--- src/hw/fifo_host_defines.vh ---
// Constants for the host controller of a clockless 4-bit x 16-word ripple FIFO.
// Assumes a single 20 MHz core clock; included by the controller only.
`ifndef FIFO_HOST_DEFINES_VH
`define FIFO_HOST_DEFINES_VH

`define WORD_W 4
`define FIFO_DEPTH 16
`define CORE_CLK_HZ 20000000
// Least strobe high and low time, in ns, held by the controller.
`define STROBE_MIN_NS 100
`define STROBE_CYC ((`STROBE_MIN_NS * (`CORE_CLK_HZ / 1000000) + 999) / 1000)
// Least reset pulse width in ns.
`define RESET_MIN_NS 200
`define RESET_CYC ((`RESET_MIN_NS * (`CORE_CLK_HZ / 1000000) + 999) / 1000)
// Extra cycles for the device flags to pass the two-flop synchronisers.
`define SYNC_MARGIN_CYC 2

`endif

--- src/hw/ripple_fifo_host.v ---
// Host controller that drives a clockless ripple FIFO through its pins.
// Assumes the FIFO flags are asynchronous to core_clk and are synchronised here.
`include "fifo_host_defines.vh"

////////////////////////////////////////////////////////////////////////////////
module ripple_fifo_host #(
  parameter WORD_W = `WORD_W,
  parameter DEPTH = `FIFO_DEPTH
) (
  input wire core_clk,
  input wire srst,
  input wire [WORD_W-1:0] wr_data,
  input wire wr_valid,
  output wire wr_ready,
  output reg [WORD_W-1:0] rd_data,
  output reg rd_valid,
  input wire rd_ready,
  output reg [WORD_W-1:0] write_word,
  output reg shift_in,
  input wire input_free,
  output reg clear_all,
  output reg shift_out,
  input wire output_word_valid,
  input wire [WORD_W-1:0] read_word,
  output reg output_enable_n,
  output reg init_done
);

  localparam W_IDLE = 2'h0;
  localparam W_HIGH = 2'h1;
  localparam W_LOW = 2'h2;
  localparam R_IDLE = 2'h0;
  localparam R_SAMPLE = 2'h1;
  localparam R_HIGH = 2'h2;
  localparam R_LOW = 2'h3;
  localparam integer STROBE_CYC_INT = `STROBE_CYC;
  localparam integer RESET_CYC_INT = `RESET_CYC;
  localparam integer SYNC_MARGIN_INT = `SYNC_MARGIN_CYC;
  // The counters are four bits wide, so every count is cut to that width here.
  localparam [3:0] STROBE_CYC = STROBE_CYC_INT[3:0];
  localparam [3:0] RESET_CYC = RESET_CYC_INT[3:0];
  localparam [3:0] SYNC_MARGIN = SYNC_MARGIN_INT[3:0];
  // Low time after a strobe: strobe time plus the flag synchroniser delay.
  localparam [3:0] SETTLE_CYC = STROBE_CYC + SYNC_MARGIN;

  reg free_meta_reg, free_sync_reg;
  reg valid_meta_reg, valid_sync_reg;
  reg [WORD_W-1:0] rdw_meta_reg, rdw_sync_reg;
  reg [3:0] rst_cnt_reg;
  reg [1:0] wst_reg;
  reg [3:0] wcnt_reg;
  reg [1:0] rst_st_reg;
  reg [3:0] rcnt_reg;

  ////////////////////////////////////////////////////////////////////////////////
  // Counter helpers shared by the reset, write and read sequencers.
  function [3:0] count_up;
    input [3:0] cnt;
    begin
      count_up = cnt + 4'h1;
    end
  endfunction

  function reached;
    input [3:0] cnt;
    input [3:0] limit;
    begin
      reached = (cnt >= limit);
    end
  endfunction

  ////////////////////////////////////////////////////////////////////////////////
  // Two-flop synchronisers for the device flags and read data.
  always @(posedge core_clk) begin
    free_meta_reg <= input_free;
    free_sync_reg <= free_meta_reg;
    valid_meta_reg <= output_word_valid;
    valid_sync_reg <= valid_meta_reg;
    rdw_meta_reg <= read_word;
    rdw_sync_reg <= rdw_meta_reg;
  end

  ////////////////////////////////////////////////////////////////////////////////
  // Reset pulse on the device after host reset, before any shifting.
  always @(posedge core_clk) begin
    if (srst) begin
      rst_cnt_reg <= 4'h0;
      clear_all <= 1'b1;
      init_done <= 1'b0;
    end else if (!init_done) begin
      rst_cnt_reg <= count_up(rst_cnt_reg);
      if (reached(rst_cnt_reg, RESET_CYC)) begin
        clear_all <= 1'b0;
      end
      // Wait one more settle time so the flags settle through the synchronisers.
      if (reached(rst_cnt_reg, RESET_CYC + SETTLE_CYC)) begin
        init_done <= 1'b1;
      end
    end
  end

  // A write is accepted only when the flag shows the input stage free.
  // The strobe is never parked high on a full device, so that case cannot arise.
  // Only one device is driven, so its own flags pace it; wider or deeper
  // arrangements must combine their flags outside this block.
  assign wr_ready = init_done && (wst_reg == W_IDLE) && free_sync_reg;

  ////////////////////////////////////////////////////////////////////////////////
  // Writer: the word is captured on the rising edge, held for the strobe time,
  // then the strobe is lowered so the word can ripple onward.
  always @(posedge core_clk) begin
    if (srst) begin
      wst_reg <= W_IDLE;
      wcnt_reg <= 4'h0;
      shift_in <= 1'b0;
      write_word <= {WORD_W{1'b0}};
    end else begin
      case (wst_reg)
        W_IDLE: begin
          if (wr_valid && wr_ready) begin
            write_word <= wr_data;
            wst_reg <= W_HIGH;
            wcnt_reg <= 4'h0;
          end
        end
        W_HIGH: begin
          // Data set up one cycle before the rising edge of the strobe.
          shift_in <= 1'b1;
          wcnt_reg <= count_up(wcnt_reg);
          if (reached(wcnt_reg, STROBE_CYC)) begin
            shift_in <= 1'b0;
            wst_reg <= W_LOW;
            wcnt_reg <= 4'h0;
          end
        end
        W_LOW: begin
          // The flag is stale for the synchroniser delay, so wait before trusting it.
          wcnt_reg <= count_up(wcnt_reg);
          if (reached(wcnt_reg, SETTLE_CYC)) begin
            wst_reg <= W_IDLE;
          end
        end
        default: wst_reg <= W_IDLE;
      endcase
    end
  end

  ////////////////////////////////////////////////////////////////////////////////
  // Reader: enable the outputs, sample the word while output-valid is high, then
  // pulse shift-out; its falling edge pulls the next word forward.
  always @(posedge core_clk) begin
    if (srst) begin
      rst_st_reg <= R_IDLE;
      rcnt_reg <= 4'h0;
      shift_out <= 1'b0;
      output_enable_n <= 1'b1;
      rd_valid <= 1'b0;
      rd_data <= {WORD_W{1'b0}};
    end else begin
      output_enable_n <= !init_done;
      if (rd_valid && rd_ready) begin
        rd_valid <= 1'b0;
      end
      case (rst_st_reg)
        R_IDLE: begin
          // Output-valid is trusted only after reset is released.
          // Shift-out rises only for a word already shown, never parked on empty.
          if (init_done && valid_sync_reg && !rd_valid) begin
            rst_st_reg <= R_SAMPLE;
          end
        end
        R_SAMPLE: begin
          // Data passed the same synchroniser depth as the flag, plus one cycle.
          rd_data <= rdw_sync_reg;
          rd_valid <= 1'b1;
          shift_out <= 1'b1;
          rst_st_reg <= R_HIGH;
          rcnt_reg <= 4'h0;
        end
        R_HIGH: begin
          rcnt_reg <= count_up(rcnt_reg);
          if (reached(rcnt_reg, STROBE_CYC)) begin
            shift_out <= 1'b0;
            rst_st_reg <= R_LOW;
            rcnt_reg <= 4'h0;
          end
        end
        R_LOW: begin
          rcnt_reg <= count_up(rcnt_reg);
          if (reached(rcnt_reg, SETTLE_CYC)) begin
            rst_st_reg <= R_IDLE;
          end
        end
        default: rst_st_reg <= R_IDLE;
      endcase
    end
  end

endmodule // ripple_fifo_host
--- config.mk ---
export PLATFORM = sky130hd
export DESIGN_NAME = ripple_fifo_host
export DESIGN_NICKNAME = d
export VERILOG_FILES = /design/src/hw/ripple_fifo_host.v
export VERILOG_INCLUDE_DIRS = /design/src /design/src/hw
export SDC_FILE = /design/constraint.sdc
export NUM_CORES = 1
export LEC_CHECK = 0
export BUFFER_PORTS_ARGS = -buffer_cell sky130_fd_sc_hd__buf_2
export CELL_PAD_IN_SITES_DETAIL_PLACEMENT = 2
export CELL_PAD_IN_SITES_GLOBAL_PLACEMENT = 2
export CORE_MARGIN = 2
export CORE_UTILIZATION = 39
export CTS_BUF_LIST = sky130_fd_sc_hd__clkbuf_8
export CTS_CLUSTER_SIZE = 25
export DETAILED_ROUTE_END_ITERATION = 7
export GPL_TIMING_DRIVEN = 0
export PLACE_DENSITY = 0.95
export SYNTH_ARGS = -nofsm -noshare
export SYNTH_HDL_FRONTEND = slang
export SYNTH_SLANG_ARGS = --single-unit
export TNS_END_PERCENT = 5
--- constraint.sdc ---
create_clock -name core_clk -period 4.68 [get_ports core_clk]
set_clock_uncertainty 0.15 [all_clocks]
set_input_delay 0.468 -clock core_clk [delete_from_list [all_inputs] [get_ports core_clk]]
set_output_delay 0.468 -clock core_clk [all_outputs]
set_load 0.01 [all_outputs]
After elaboration in Yosys (flattened, before gate mapping)
Index checks and enable logic that the tools add are counted.
{"block": "op_classes", "n_bitwise": 1, "magnitude_cmp": 6, "n_reduce_logical": 20, "n_addsub": 3, "muxes": 20, "n_eq_ne": 11}
{"operator": "case mux 4 bit (3 select lines)", "n": 2}
{"operator": "adder 4 x 1 -> 4 bit, second input constant", "n": 3}
{"operator": ">= comparator 4 x 3 -> 1 bit, second input constant", "n": 3}
{"operator": "2-to-1 mux 2 bit", "n": 6}
{"operator": "2-to-1 mux 4 bit", "n": 3}
{"operator": "inequality test 2 bit, second input constant", "n": 5}
{"operator": ">= comparator 4 x 2 -> 1 bit, second input constant", "n": 2}
{"operator": "case mux 2 bit (4 select lines)", "n": 1}
{"operator": "AND reduction 2 bit", "n": 4}
{"operator": "equality test 2 bit, second input constant", "n": 3}
{"operator": "logical AND 1 bit", "n": 6}
{"operator": "2-to-1 mux 1 bit", "n": 6}
{"operator": "case mux 2 bit (3 select lines)", "n": 1}
{"operator": "AND reduction 3 bit", "n": 2}
{"operator": "nonzero test 3 bit", "n": 2}
{"operator": "equality test 2 x 1 -> 1 bit, second input constant", "n": 2}
{"operator": ">= comparator 4 bit, second input constant", "n": 1}
{"operator": "logical NOT 2 bit", "n": 2}
{"operator": "nonzero test 2 bit", "n": 2}
{"operator": "logical NOT 1 bit", "n": 2}
{"operator": "inequality test 2 x 1 -> 1 bit, second input constant", "n": 1}
{"operator": "case mux 1 bit (2 select lines)", "n": 1}
{"operator": "inverter 1 bit", "n": 1}
{"block": "totals", "reg_bits": 42, "word_cells": 80, "input_bits": 14, "output_inout_bits": 15}

Logic depth before layout (Yosys ltp)
Gate-level depths: netlist of run 1.
{"block": "logic_depth", "word_depth": 6, "mapped_depth": 6}

Least setup slack after synthesis of run 1
Ideal clock, no wire load.
{"block": "synth_path", "path_type": "register to register", "start": "register wst_reg[0]", "end": "register wcnt_reg[3]", "synth_period_minus_slack_ns": 1.816, "setup_ns": 0.057, "path_buffers": 0, "t_arrival_ns": 1.609, "slack_ns": 2.864, "path_stages_with_launch": 7, "path_cell_list": "dfxtp_1 inv_1 ha_1 or4b_1 o22ai_2 o2bb2ai_1 a21o_1"}
{"block": "synth_via", "elab_chain_len": 6, "word_cells_on_any_way": 10, "classes_between": "eq/ne (3); mux (1); reduce/logical (6)"}
{"element": "from (decl)", "line_no": "ripple_fifo_host.v:50", "source": "reg [1:0] wst_reg;"}
{"element": "from (signal assigned)", "line_no": "ripple_fifo_host.v:113", "source": "wst_reg <= W_IDLE;"}
{"element": "from (signal assigned)", "line_no": "ripple_fifo_host.v:122", "source": "wst_reg <= W_HIGH;"}
{"element": "from (signal assigned)", "line_no": "ripple_fifo_host.v:132", "source": "wst_reg <= W_LOW;"}
{"element": "logical NOT 2 bit", "line_no": "ripple_fifo_host.v:106, ripple_fifo_host.v:118"}
{"element": "logical AND 1 bit (2 in series)", "line_no": "ripple_fifo_host.v:106", "source": "assign wr_ready = init_done && (wst_reg == W_IDLE) && free_sync_reg;"}
{"element": "logical AND 1 bit", "line_no": "ripple_fifo_host.v:120", "source": "if (wr_valid && wr_ready) begin"}
{"element": "inequality test 2 x 1 -> 1 bit (no line)"}
{"element": "AND reduction 2 bit (no line)"}
{"element": "to (signal assigned)", "line_no": "ripple_fifo_host.v:129", "source": "wcnt_reg <= count_up(wcnt_reg);"}
{"element": "to (signal assigned)", "line_no": "ripple_fifo_host.v:138", "source": "wcnt_reg <= count_up(wcnt_reg);"}
{"element": "to (decl)", "line_no": "ripple_fifo_host.v:51", "source": "reg [3:0] wcnt_reg;"}
Parallel ways exist; a longest one is shown, timed or not.
A chain may end at the register's enable or synchronous reset.

Final worst setup path of run 1
{"block": "layout_path", "start": "register wst_reg[1]", "end": "register wcnt_reg[3]"}
The elaborated chain is that of the path after synthesis.

==> results.cfg, run 1 <==
[logic_synthesis]
async_flop_share_pct = 0
ys_top_cells_by_count = 42 x dfxtp_1, 29 x nor2_1, 16 x ha_1
synth_seq_area_share_pct = 48.9
ys_ff_latch = 42
yosys.cell_count.top_type = dfxtp_1
yosys.area.top_type = dfxtp_1
syn-cell-area_um2 = 1720
yosysTopAreaCellShare_pct = 48.9
synth_edf_count = 0
avgSynthCellArea_um2 = 10.1
synth.distinct_cells = 33
ys_top_cells_by_area = dfxtp_1 49%, ha_1 12%, mux2i_1 6.4%
synth_nets = 200
synth_cells = 170
yosys_warnings = 0
ys.flop_type = dfxtp_1

[critical_path]
critical_path_class = register to register
cp_cell_sequence = inv_1 -> ha_1 -> or4b_1 -> o22ai_2 -> and3_1 -> a21o_1
slowest_stage = or4b_1
critPathMaxStageDelay_ns = 0.46
critPathArrivalTime_ns = 2.11
crit_path_end_kind = register
crit_fanout = 4
worstSetupStartpointType = register
critPathRequiredTime_ns = 4.77

[detailed_routing]
drt_iter0_markers = 38
wl_per_cell_um = 15.9
ant_nets = 0
drc = 0
vias = 1292
dr.pass1.iters = 4
drt-total-wl_um = 4100
routed_via_density = 5.03

[placement]
pre_cts_ws_ns = 2.67
place.gp.congestion = 0.755
dp_hpwl_um = 3090
place_area_um2 = 1930
io_buffers = 28
placed_cells = 250

[global_routing]
grt_max_degree = 12
grt_usage_pct = 18.0
grt_first_pass_wirelength_um = 7070
grt_pass1_vias = 1494
overflow = 0
grt_antenna_before_repair = 0

[power]
power_density_nw_per_um2 = 419
pwr-share-comb_pct = 24.4
p_seq_share_pct = 50.4
p_int_mw = 0.582
power_mw = 0.840
irDropWorstVdd_mv = 0.217
switching_share_pct = 30.7
p_sw_mw = 0.258
leakage_nw = 0.910
power.clock.fraction_pct = 25.2

[flow_run]
max_cap_viol_count = 0

[floorplanning]
die_h_um = 70.4
io_pins = 29
core_area_um2 = 4290
start_util_pct = 40.1
dieArea_um2 = 4960
fp.dieW_um = 70.4
rows = 24

[hold_path]
holdCritPathClass = primary input to register

[clocking]
htreeDepth = 2
cts_buffers = 5
clockRootBuffer = clkbuf_8
post_cts_resize_count = 0
cts_tree = yes
clkTransAtPathRegs_ns = 0.07
clock_latency_ns = 0.28
clk_path_buf_depth = 2
ctsHoldBuffers = 0
clock-sinks = 42
postCtsSetupBuffers = 0

[cells_and_area]
fin_area_um2 = 2000
nFillCells = 464
n_antenna_cell = 0
drive_gt1_share_pct = 19.5
utilization_pct = 46.6
area_growth_pct = 16.4
stdcell_count = 257
nets = 235

[sta]
timing.final.hold_violations = 0
rsz0062_at_grt = false
whs_ns = 0.127
finalSetupViolations = 0
worst_slew_pin_slew_ns = 0.542
period_share_pct = 43.4
finalMaxSlewViolations = 0
fmax_mhz = 493
period_needed_ns = 2.03
tns_ns = 0
finalWorstSetupSlack_ns = 2.65
relSlewSlack_pct = 63.9

[status]
status = finished, final reports clean
-- final cells by class --
| cell class | instances | area [um2] | area share, % |
|---|---|---|---|
| Buffer | 5 | 23.8 | 1.19 |
| Clock buffer | 5 | 68.8 | 3.44 |
| Clock inverter | 2 | 7.51 | 0.375 |
| Inverter | 10 | 37.5 | 1.88 |
| Multi-Input combinational cell | 113 | 818 | 40.9 |
| Sequential cell | 42 | 841 | 42.0 |
| Tap cell | 52 | 65.1 | 3.25 |
| Timing Repair Buffer | 28 | 140 | 7.00 |
-- layout by cell type (no fill, tap or decap), drive strengths merged, types with 2 or more instances in the layout --
cell     count
a21o         3
a21oi        9
and3         2
buf         30
clkbuf       8
dfxtp       42
ha          16
inv         12
mux2i       11
nand2        4
nand2b       6
nand3        4
nand3b       2
nand4b       3
nor2        29
nor2b        3
nor3b        2
o2111ai      2
or3b         2
xnor2        2
xor2         4
-- final timing paths --
path                   start              end  slack [ns]  cells past startpoint
max               wst_reg[1]      wcnt_reg[3]        2.65                      6
min             read_word[0]  rdw_meta_reg[0]        0.13                      1
max reg2reg       wst_reg[1]      wcnt_reg[3]        2.65                      6
min reg2reg  rdw_meta_reg[2]  rdw_sync_reg[2]        0.18                      0
-- metal layers --
metal	global-route usage (%)	vias up	wire length, um
li1	-	636	-
met1	19.7	632	1660
met2	34.5	20	2250
met3	4.91	4	148
met4	3.21	0	38
met5	0	-	0
-- worst max-delay path, delay by kind of cell (launching register included) --
| kind | cells | cell delay, ns |
|---|---|---|
| adder cells (fa/ha/maj) | 1 | 0.36 |
| flip-flops | 1 | 0.40 |
| AND/OR/NAND/NOR | 2 | 0.66 |
| AO/OA/AOI/OAI | 2 | 0.30 |
| buffers and inverters | 1 | 0.11 |
-- cell families (layout without fill, tap and decap cells) --
kind of cell / after synthesis / after routing / synth area share, %
and+or+nand+nor: 60 / 60 / 18.0
DFF: 42 / 42 / 48.9
AOI/OAI and AO/OA: 20 / 20 / 8.44
adders and majority gates: 16 / 16 / 11.6
buffers and inverters: 15 / 50 / 3.56
muxes: 11 / 11 / 6.40
xor gates and xnor gates: 6 / 6 / 3.05
-- power by group through the flow --
stage | clock, mW | combinational, mW | sequential [mW]
floorplan | 0 | 0.137 | 0.431
global placement | 0 | 0.191 | 0.428
CTS | 0.220 | 0.211 | 0.423
detailed placement | 0 | 0.208 | 0.431
global route | 0.241 | 0.232 | 0.428
finish | 0.212 | 0.205 | 0.423
No activity file was read; power rests on OpenSTA's default activity.
==> inputs of run 2 (changes only) <==
--- a/config.mk
+++ b/config.mk
@@ -10,12 +10,12 @@
 export CELL_PAD_IN_SITES_DETAIL_PLACEMENT = 2
 export CELL_PAD_IN_SITES_GLOBAL_PLACEMENT = 2
 export CORE_MARGIN = 2
-export CORE_UTILIZATION = 39
+export CORE_UTILIZATION = 36
 export CTS_BUF_LIST = sky130_fd_sc_hd__clkbuf_8
 export CTS_CLUSTER_SIZE = 25
 export DETAILED_ROUTE_END_ITERATION = 7
 export GPL_TIMING_DRIVEN = 0
-export PLACE_DENSITY = 0.95
+export PLACE_DENSITY = 0.9
 export SYNTH_ARGS = -nofsm -noshare
 export SYNTH_HDL_FRONTEND = slang
 export SYNTH_SLANG_ARGS = --single-unit
==> constraint.sdc (replaced) <==
create_clock -name core_clk -period 1.95 [get_ports core_clk]
set_clock_uncertainty 0.15 [all_clocks]
set_input_delay 0.195 -clock core_clk [delete_from_list [all_inputs] [get_ports core_clk]]
set_output_delay 0.195 -clock core_clk [all_outputs]
set_load 0.01 [all_outputs]
==> results.cfg, run 2 (same netlist as run 1, synthesis figures left out) <==
[critical_path]
cp_cell_sequence = inv_1 -> ha_4 -> or4b_4 -> o22ai_4 -> o2bb2ai_1 -> a21o_1
critPathMaxStageDelay_ns = 0.47
critical_path_class = register to register
crit_fanout = 4
rrSetupSlack_ns = 0.05
slowest_stage = or4b_4
worstSetupStartpointType = register
worstRegToRegCells = 6
critPathRequiredTime_ns = 2.04
critPathArrivalTime_ns = 1.99
crit_path_end_kind = register

[detailed_routing]
wl_per_cell_um = 17.1
vias = 1362
routed_via_density = 5.06
drt-total-wl_um = 4610
ant_nets = 0
drc = 0
dr.pass1.iters = 3
drt_iter0_markers = 43

[power]
power.clock.fraction_pct = 27.5
leakage_nw = 0.959
p_sw_mw = 0.677
power_density_nw_per_um2 = 1000
p_seq_share_pct = 47.4
switching_share_pct = 31.5
irDropWorstVdd_mv = 0.393
p_int_mw = 1.47
pwr-share-comb_pct = 25.1

[clocking]
clock_latency_ns = 0.30
htreeDepth = 2
cts_buffers = 5
clockRootBuffer = clkbuf_8
clkTransAtPathRegs_ns = 0.08
clock-sinks = 42
cts_tree = yes
clk_path_buf_depth = 2

[floorplanning]
die_h_um = 73.1
fp.dieW_um = 73.1
core_area_um2 = 4660
dieArea_um2 = 5350
start_util_pct = 36.9
io_pins = 29
rows = 25

[placement]
io_buffers = 28
place.gp.congestion = 0.757
placed_cells = 252
place_area_um2 = 1930
dp_hpwl_um = 3090

[sta]
rsz0062_at_grt = true
worst_slew_pin_slew_ns = 0.484
finalMaxSlewViolations = 0
period_share_pct = 97.2
tns_ns = 0
relSlewSlack_pct = 67.8
period_needed_ns = 1.90
finalSetupViolations = 0
fmax_mhz = 528
timing.final.hold_violations = 0

[cells_and_area]
nFillCells = 490
drive_gt1_share_pct = 22.8
area_growth_pct = 24.7
stdcell_count = 269
multi_input_area_um2 = 847
n_antenna_cell = 0
seq_area_um2 = 846
final_common_cell = dfxtp_1
utilization_pct = 46.0
final_cell_mix = 40 x dfxtp_1, 29 x buf_2, 29 x nor2_1
fin_area_um2 = 2140
nets = 244

[flow_run]
max_cap_viol_count = 0

[global_routing]
grt_max_degree = 14
grt_pass1_vias = 1520
grt_antenna_before_repair = 0
grt_usage_pct = 18.7
overflow = 0
grt_first_pass_wirelength_um = 7500

[hold_path]
hold_depth = 3
holdCritPathClass = primary input to register

[status]
status = finished, final reports clean
run 2: power by group through the flow:
stage / clock network, mW / logic, mW / registers, mW
floorplan: 0 / 0.329 / 1.03
global placement: 0 / 0.461 / 1.03
detailed placement: 0 / 0.502 / 1.04
CTS: 0.615 / 0.538 / 1.02
global route: 0.649 / 0.603 / 1.03
finish: 0.591 / 0.539 / 1.02
run 2: repair_timing:
item,4_1_cts,5_1_grt
buffers inserted,1,0
endpoints found under the setup margin,2,4
gates cloned,0,0
hold endpoints to repair,8,0
pin swaps,1,2
gates resized for setup,3,4
hold buffers,8,0
run 2: critical path: cells and delay by family (launching register included):
kind            cells  cell delay (ns)
compound gates      3             0.48
fa+ha+maj           1             0.30
flops               1             0.37
buf+inv             1             0.09
simple gates        1             0.47
run 2: layout make-up:
cell class | instances | share of cell area [%]
inverter | 10 | 1.75
clock buffer | 6 | 3.85
timing repair buffer | 37 | 10.6
multi-input combinational | 113 | 39.5
sequential | 42 | 39.4
tap | 54 | 3.15
clock inverter | 2 | 0.583
buffer | 5 | 1.11
run 2: stage by stage:
stage               hold slack (ns)  worst slack [ns]  power [mW]
global route                 0.0326           -0.0144        2.28
detailed placement            0.150           -0.0616        1.54
finish                      0.00658            0.0546        2.15
global placement              0.147           0.00958        1.49
CTS                         0.00146          0.000584        2.17
floorplan                    0.0727             0.134        1.36
run 2: final timing paths:
path	from	end
worst max register to register	wst_reg[0]	wcnt_reg[3]
worst min register to register	free_meta_reg	free_sync_reg
worst min-delay path	wr_data[1]	write_word[1]
worst max-delay path	wst_reg[0]	wcnt_reg[3]
run 2: per-layer routing:
| metal | part of all wire [%] | vias to the layer above | global-route usage [%] |
|---|---|---|---|
| met5 | 0 | - | 0 |
| met4 | 1.2 | 0 | 5.56 |
| met3 | 2.0 | 5 | 3.73 |
| met2 | 56 | 18 | 36.2 |
| met1 | 40 | 686 | 20.0 |
| li1 | - | 653 | - |
==> inputs of run 3 (changes only) <==
--- a/config.mk
+++ b/config.mk
@@ -9,6 +9,7 @@
 export BUFFER_PORTS_ARGS = -buffer_cell sky130_fd_sc_hd__buf_2
 export CELL_PAD_IN_SITES_DETAIL_PLACEMENT = 2
 export CELL_PAD_IN_SITES_GLOBAL_PLACEMENT = 2
+export CORE_ASPECT_RATIO = 1.5
 export CORE_MARGIN = 2
 export CORE_UTILIZATION = 36
 export CTS_BUF_LIST = sky130_fd_sc_hd__clkbuf_8
@@ -16,6 +17,7 @@
 export DETAILED_ROUTE_END_ITERATION = 7
 export GPL_TIMING_DRIVEN = 0
 export PLACE_DENSITY = 0.9
+export REMOVE_ABC_BUFFERS = 1
 export SYNTH_ARGS = -nofsm -noshare
 export SYNTH_HDL_FRONTEND = slang
 export SYNTH_SLANG_ARGS = --single-unit
==> results.cfg, run 3 (same netlist as run 1, synthesis figures left out) <==
[status]
status = finished, final reports clean

[global_routing]
grt_pass1_vias = 1505
overflow = 0
grt_first_pass_wirelength_um = 7360
grt_antenna_before_repair = 0
grt_usage_pct = 19.3
grt_max_degree = 30

[sta]
timing.final.hold_violations = 0
relSlewSlack_pct = 63.3
fmax_mhz = 523
tns_ns = 0
finalMaxSlewViolations = 0
period_share_pct = 98.0
finalSetupViolations = 0
period_needed_ns = 1.91
worst_slew_pin_slew_ns = 0.551

[cells_and_area]
drive_gt1_share_pct = 23.2
final_common_cell = dfxtp_1
stdcell_count = 275
nFillCells = 494
multi_input_area_um2 = 860
area_growth_pct = 27.9
final_cell_mix = 40 x dfxtp_1, 29 x nor2_1, 28 x buf_2
nets = 240
n_antenna_cell = 0
seq_area_um2 = 846

[floorplanning]
die_h_um = 88.7
fp.dieW_um = 60.4
dieArea_um2 = 5360
start_util_pct = 37.6
rows = 30
core_area_um2 = 4580
io_pins = 29

[clocking]
clock_latency_ns = 0.30
htreeDepth = 2
postCtsSetupBuffers = 0
cts_tree = yes
clk_path_buf_depth = 2
clkTransAtPathRegs_ns = 0.08
clock-sinks = 42
cts_buffers = 5
clockRootBuffer = clkbuf_8

[placement]
io_buffers = 28
dp_hpwl_um = 2960
placed_cells = 257
place.gp.congestion = 0.736

[critical_path]
critPathArrivalTime_ns = 1.98
cpLargestDelayFamily = simple AND/OR/NAND/NOR gates
critPathBufInv = 1
critical_path_class = register to register
worstSetupStartpointType = register
critPathRequiredTime_ns = 2.02
cp_cell_sequence = inv_1 -> ha_1 -> or3b_4 -> nor3_2 -> o2111ai_1 -> a21oi_1
slowest_stage = or3b_4
crit_fanout = 4
critPathMaxStageDelay_ns = 0.41
crit_path_end_kind = register

[detailed_routing]
ant_nets = 0
drc = 0
drt_iter0_markers = 25
vias = 1341
dr.pass1.iters = 4
wl_per_cell_um = 16.3
routed_via_density = 4.88
drt-total-wl_um = 4490

[power]
power_density_nw_per_um2 = 1090
power_mw = 2.39
leakage_nw = 0.970
irDropWorstVdd_mv = 0.602

[hold_path]
holdCritPathClass = primary input to register

[flow_run]
max_cap_viol_count = 0
==> run 3: changes by cell type in the layout (fill, tap and decap cells not counted) <==
| cell | delta |
|---|---|
| clkbuf_1 | -3 |
| buf_4 | -2 |
| bufinv_16 | +2 |
| dlygate4sd3_1 | +2 |
| inv_1 | -2 |
| inv_2 | +2 |
| buf_2 | -1 |
| clkbuf_8 | -1 |
| clkinv_2 | -1 |
| clkinv_4 | +1 |
| clkinvlp_4 | -1 |
| ha_1 | -1 |
| ha_4 | +1 |
==> run 3: final cells by class <==
cell class / count / share of cell area (%)
Multi-Input combinational cell: 113 / 39.1
Clock inverter: 3 / 3.13
Clock buffer: 5 / 3.13
Timing Repair Buffer: 38 / 10.9
Sequential cell: 42 / 38.4
Tap cell: 64 / 3.64
Inverter: 10 / 1.71
==> run 3: what timing repair did <==
action                                  CTS  global route
resized for setup                         4             7
hold buffers                             10             0
cloned                                    0             0
hold endpoints to repair                 10             0
pin swaps                                 1             2
endpoints found under the setup margin    3             5
==> run 3: layer usage <==
layer,vias to the layer above,part of all wire (%),GRT usage (%)
met5,-,0,0
met4,0,2.4,9.88
met3,9,2.2,5.41
met2,15,56,34.5
met1,672,39,20.0
li1,645,-,-
==> run 3: tightest hold or removal path: cells and delay by family <==
kind	cells	cell delay [ns]
simple gates	1	0.07
buf+inv	2	0.13
compound gates	1	0.06
==> run 3: worst paths after layout <==
check	from	to	slack (ns)	depth (start not counted)
setup reg to reg	wcnt_reg[0]	wcnt_reg[0]	0.04	6
hold / removal	rd_ready	rd_valid	0.05	4
hold reg to reg	rdw_meta_reg[0]	rdw_sync_reg[0]	0.18	0
setup / recovery	wcnt_reg[0]	wcnt_reg[0]	0.04	6
==> run 3: where the power goes <==
part | switching [mW] | internal [mW] | leakage (nW)
clock | 0.316 | 0.513 | 0.0683
combinational | 0.292 | 0.246 | 0.556
sequential | 0.0744 | 0.948 | 0.346
==> run 3: stage by stage <==
stage	util [%]	hold WS [ns]	setup slack (ns)	cell area, um2
floorplan	-	0.0727	0.134	1700
global placement	41.9	0.147	-0.000704	1920
detailed placement	41.9	0.149	-0.0983	1920
CTS	47.5	0.0466	-0.0262	2170
global route	48.1	0.0687	-0.0116	2200
finish	48.1	0.0508	0.0392	2200
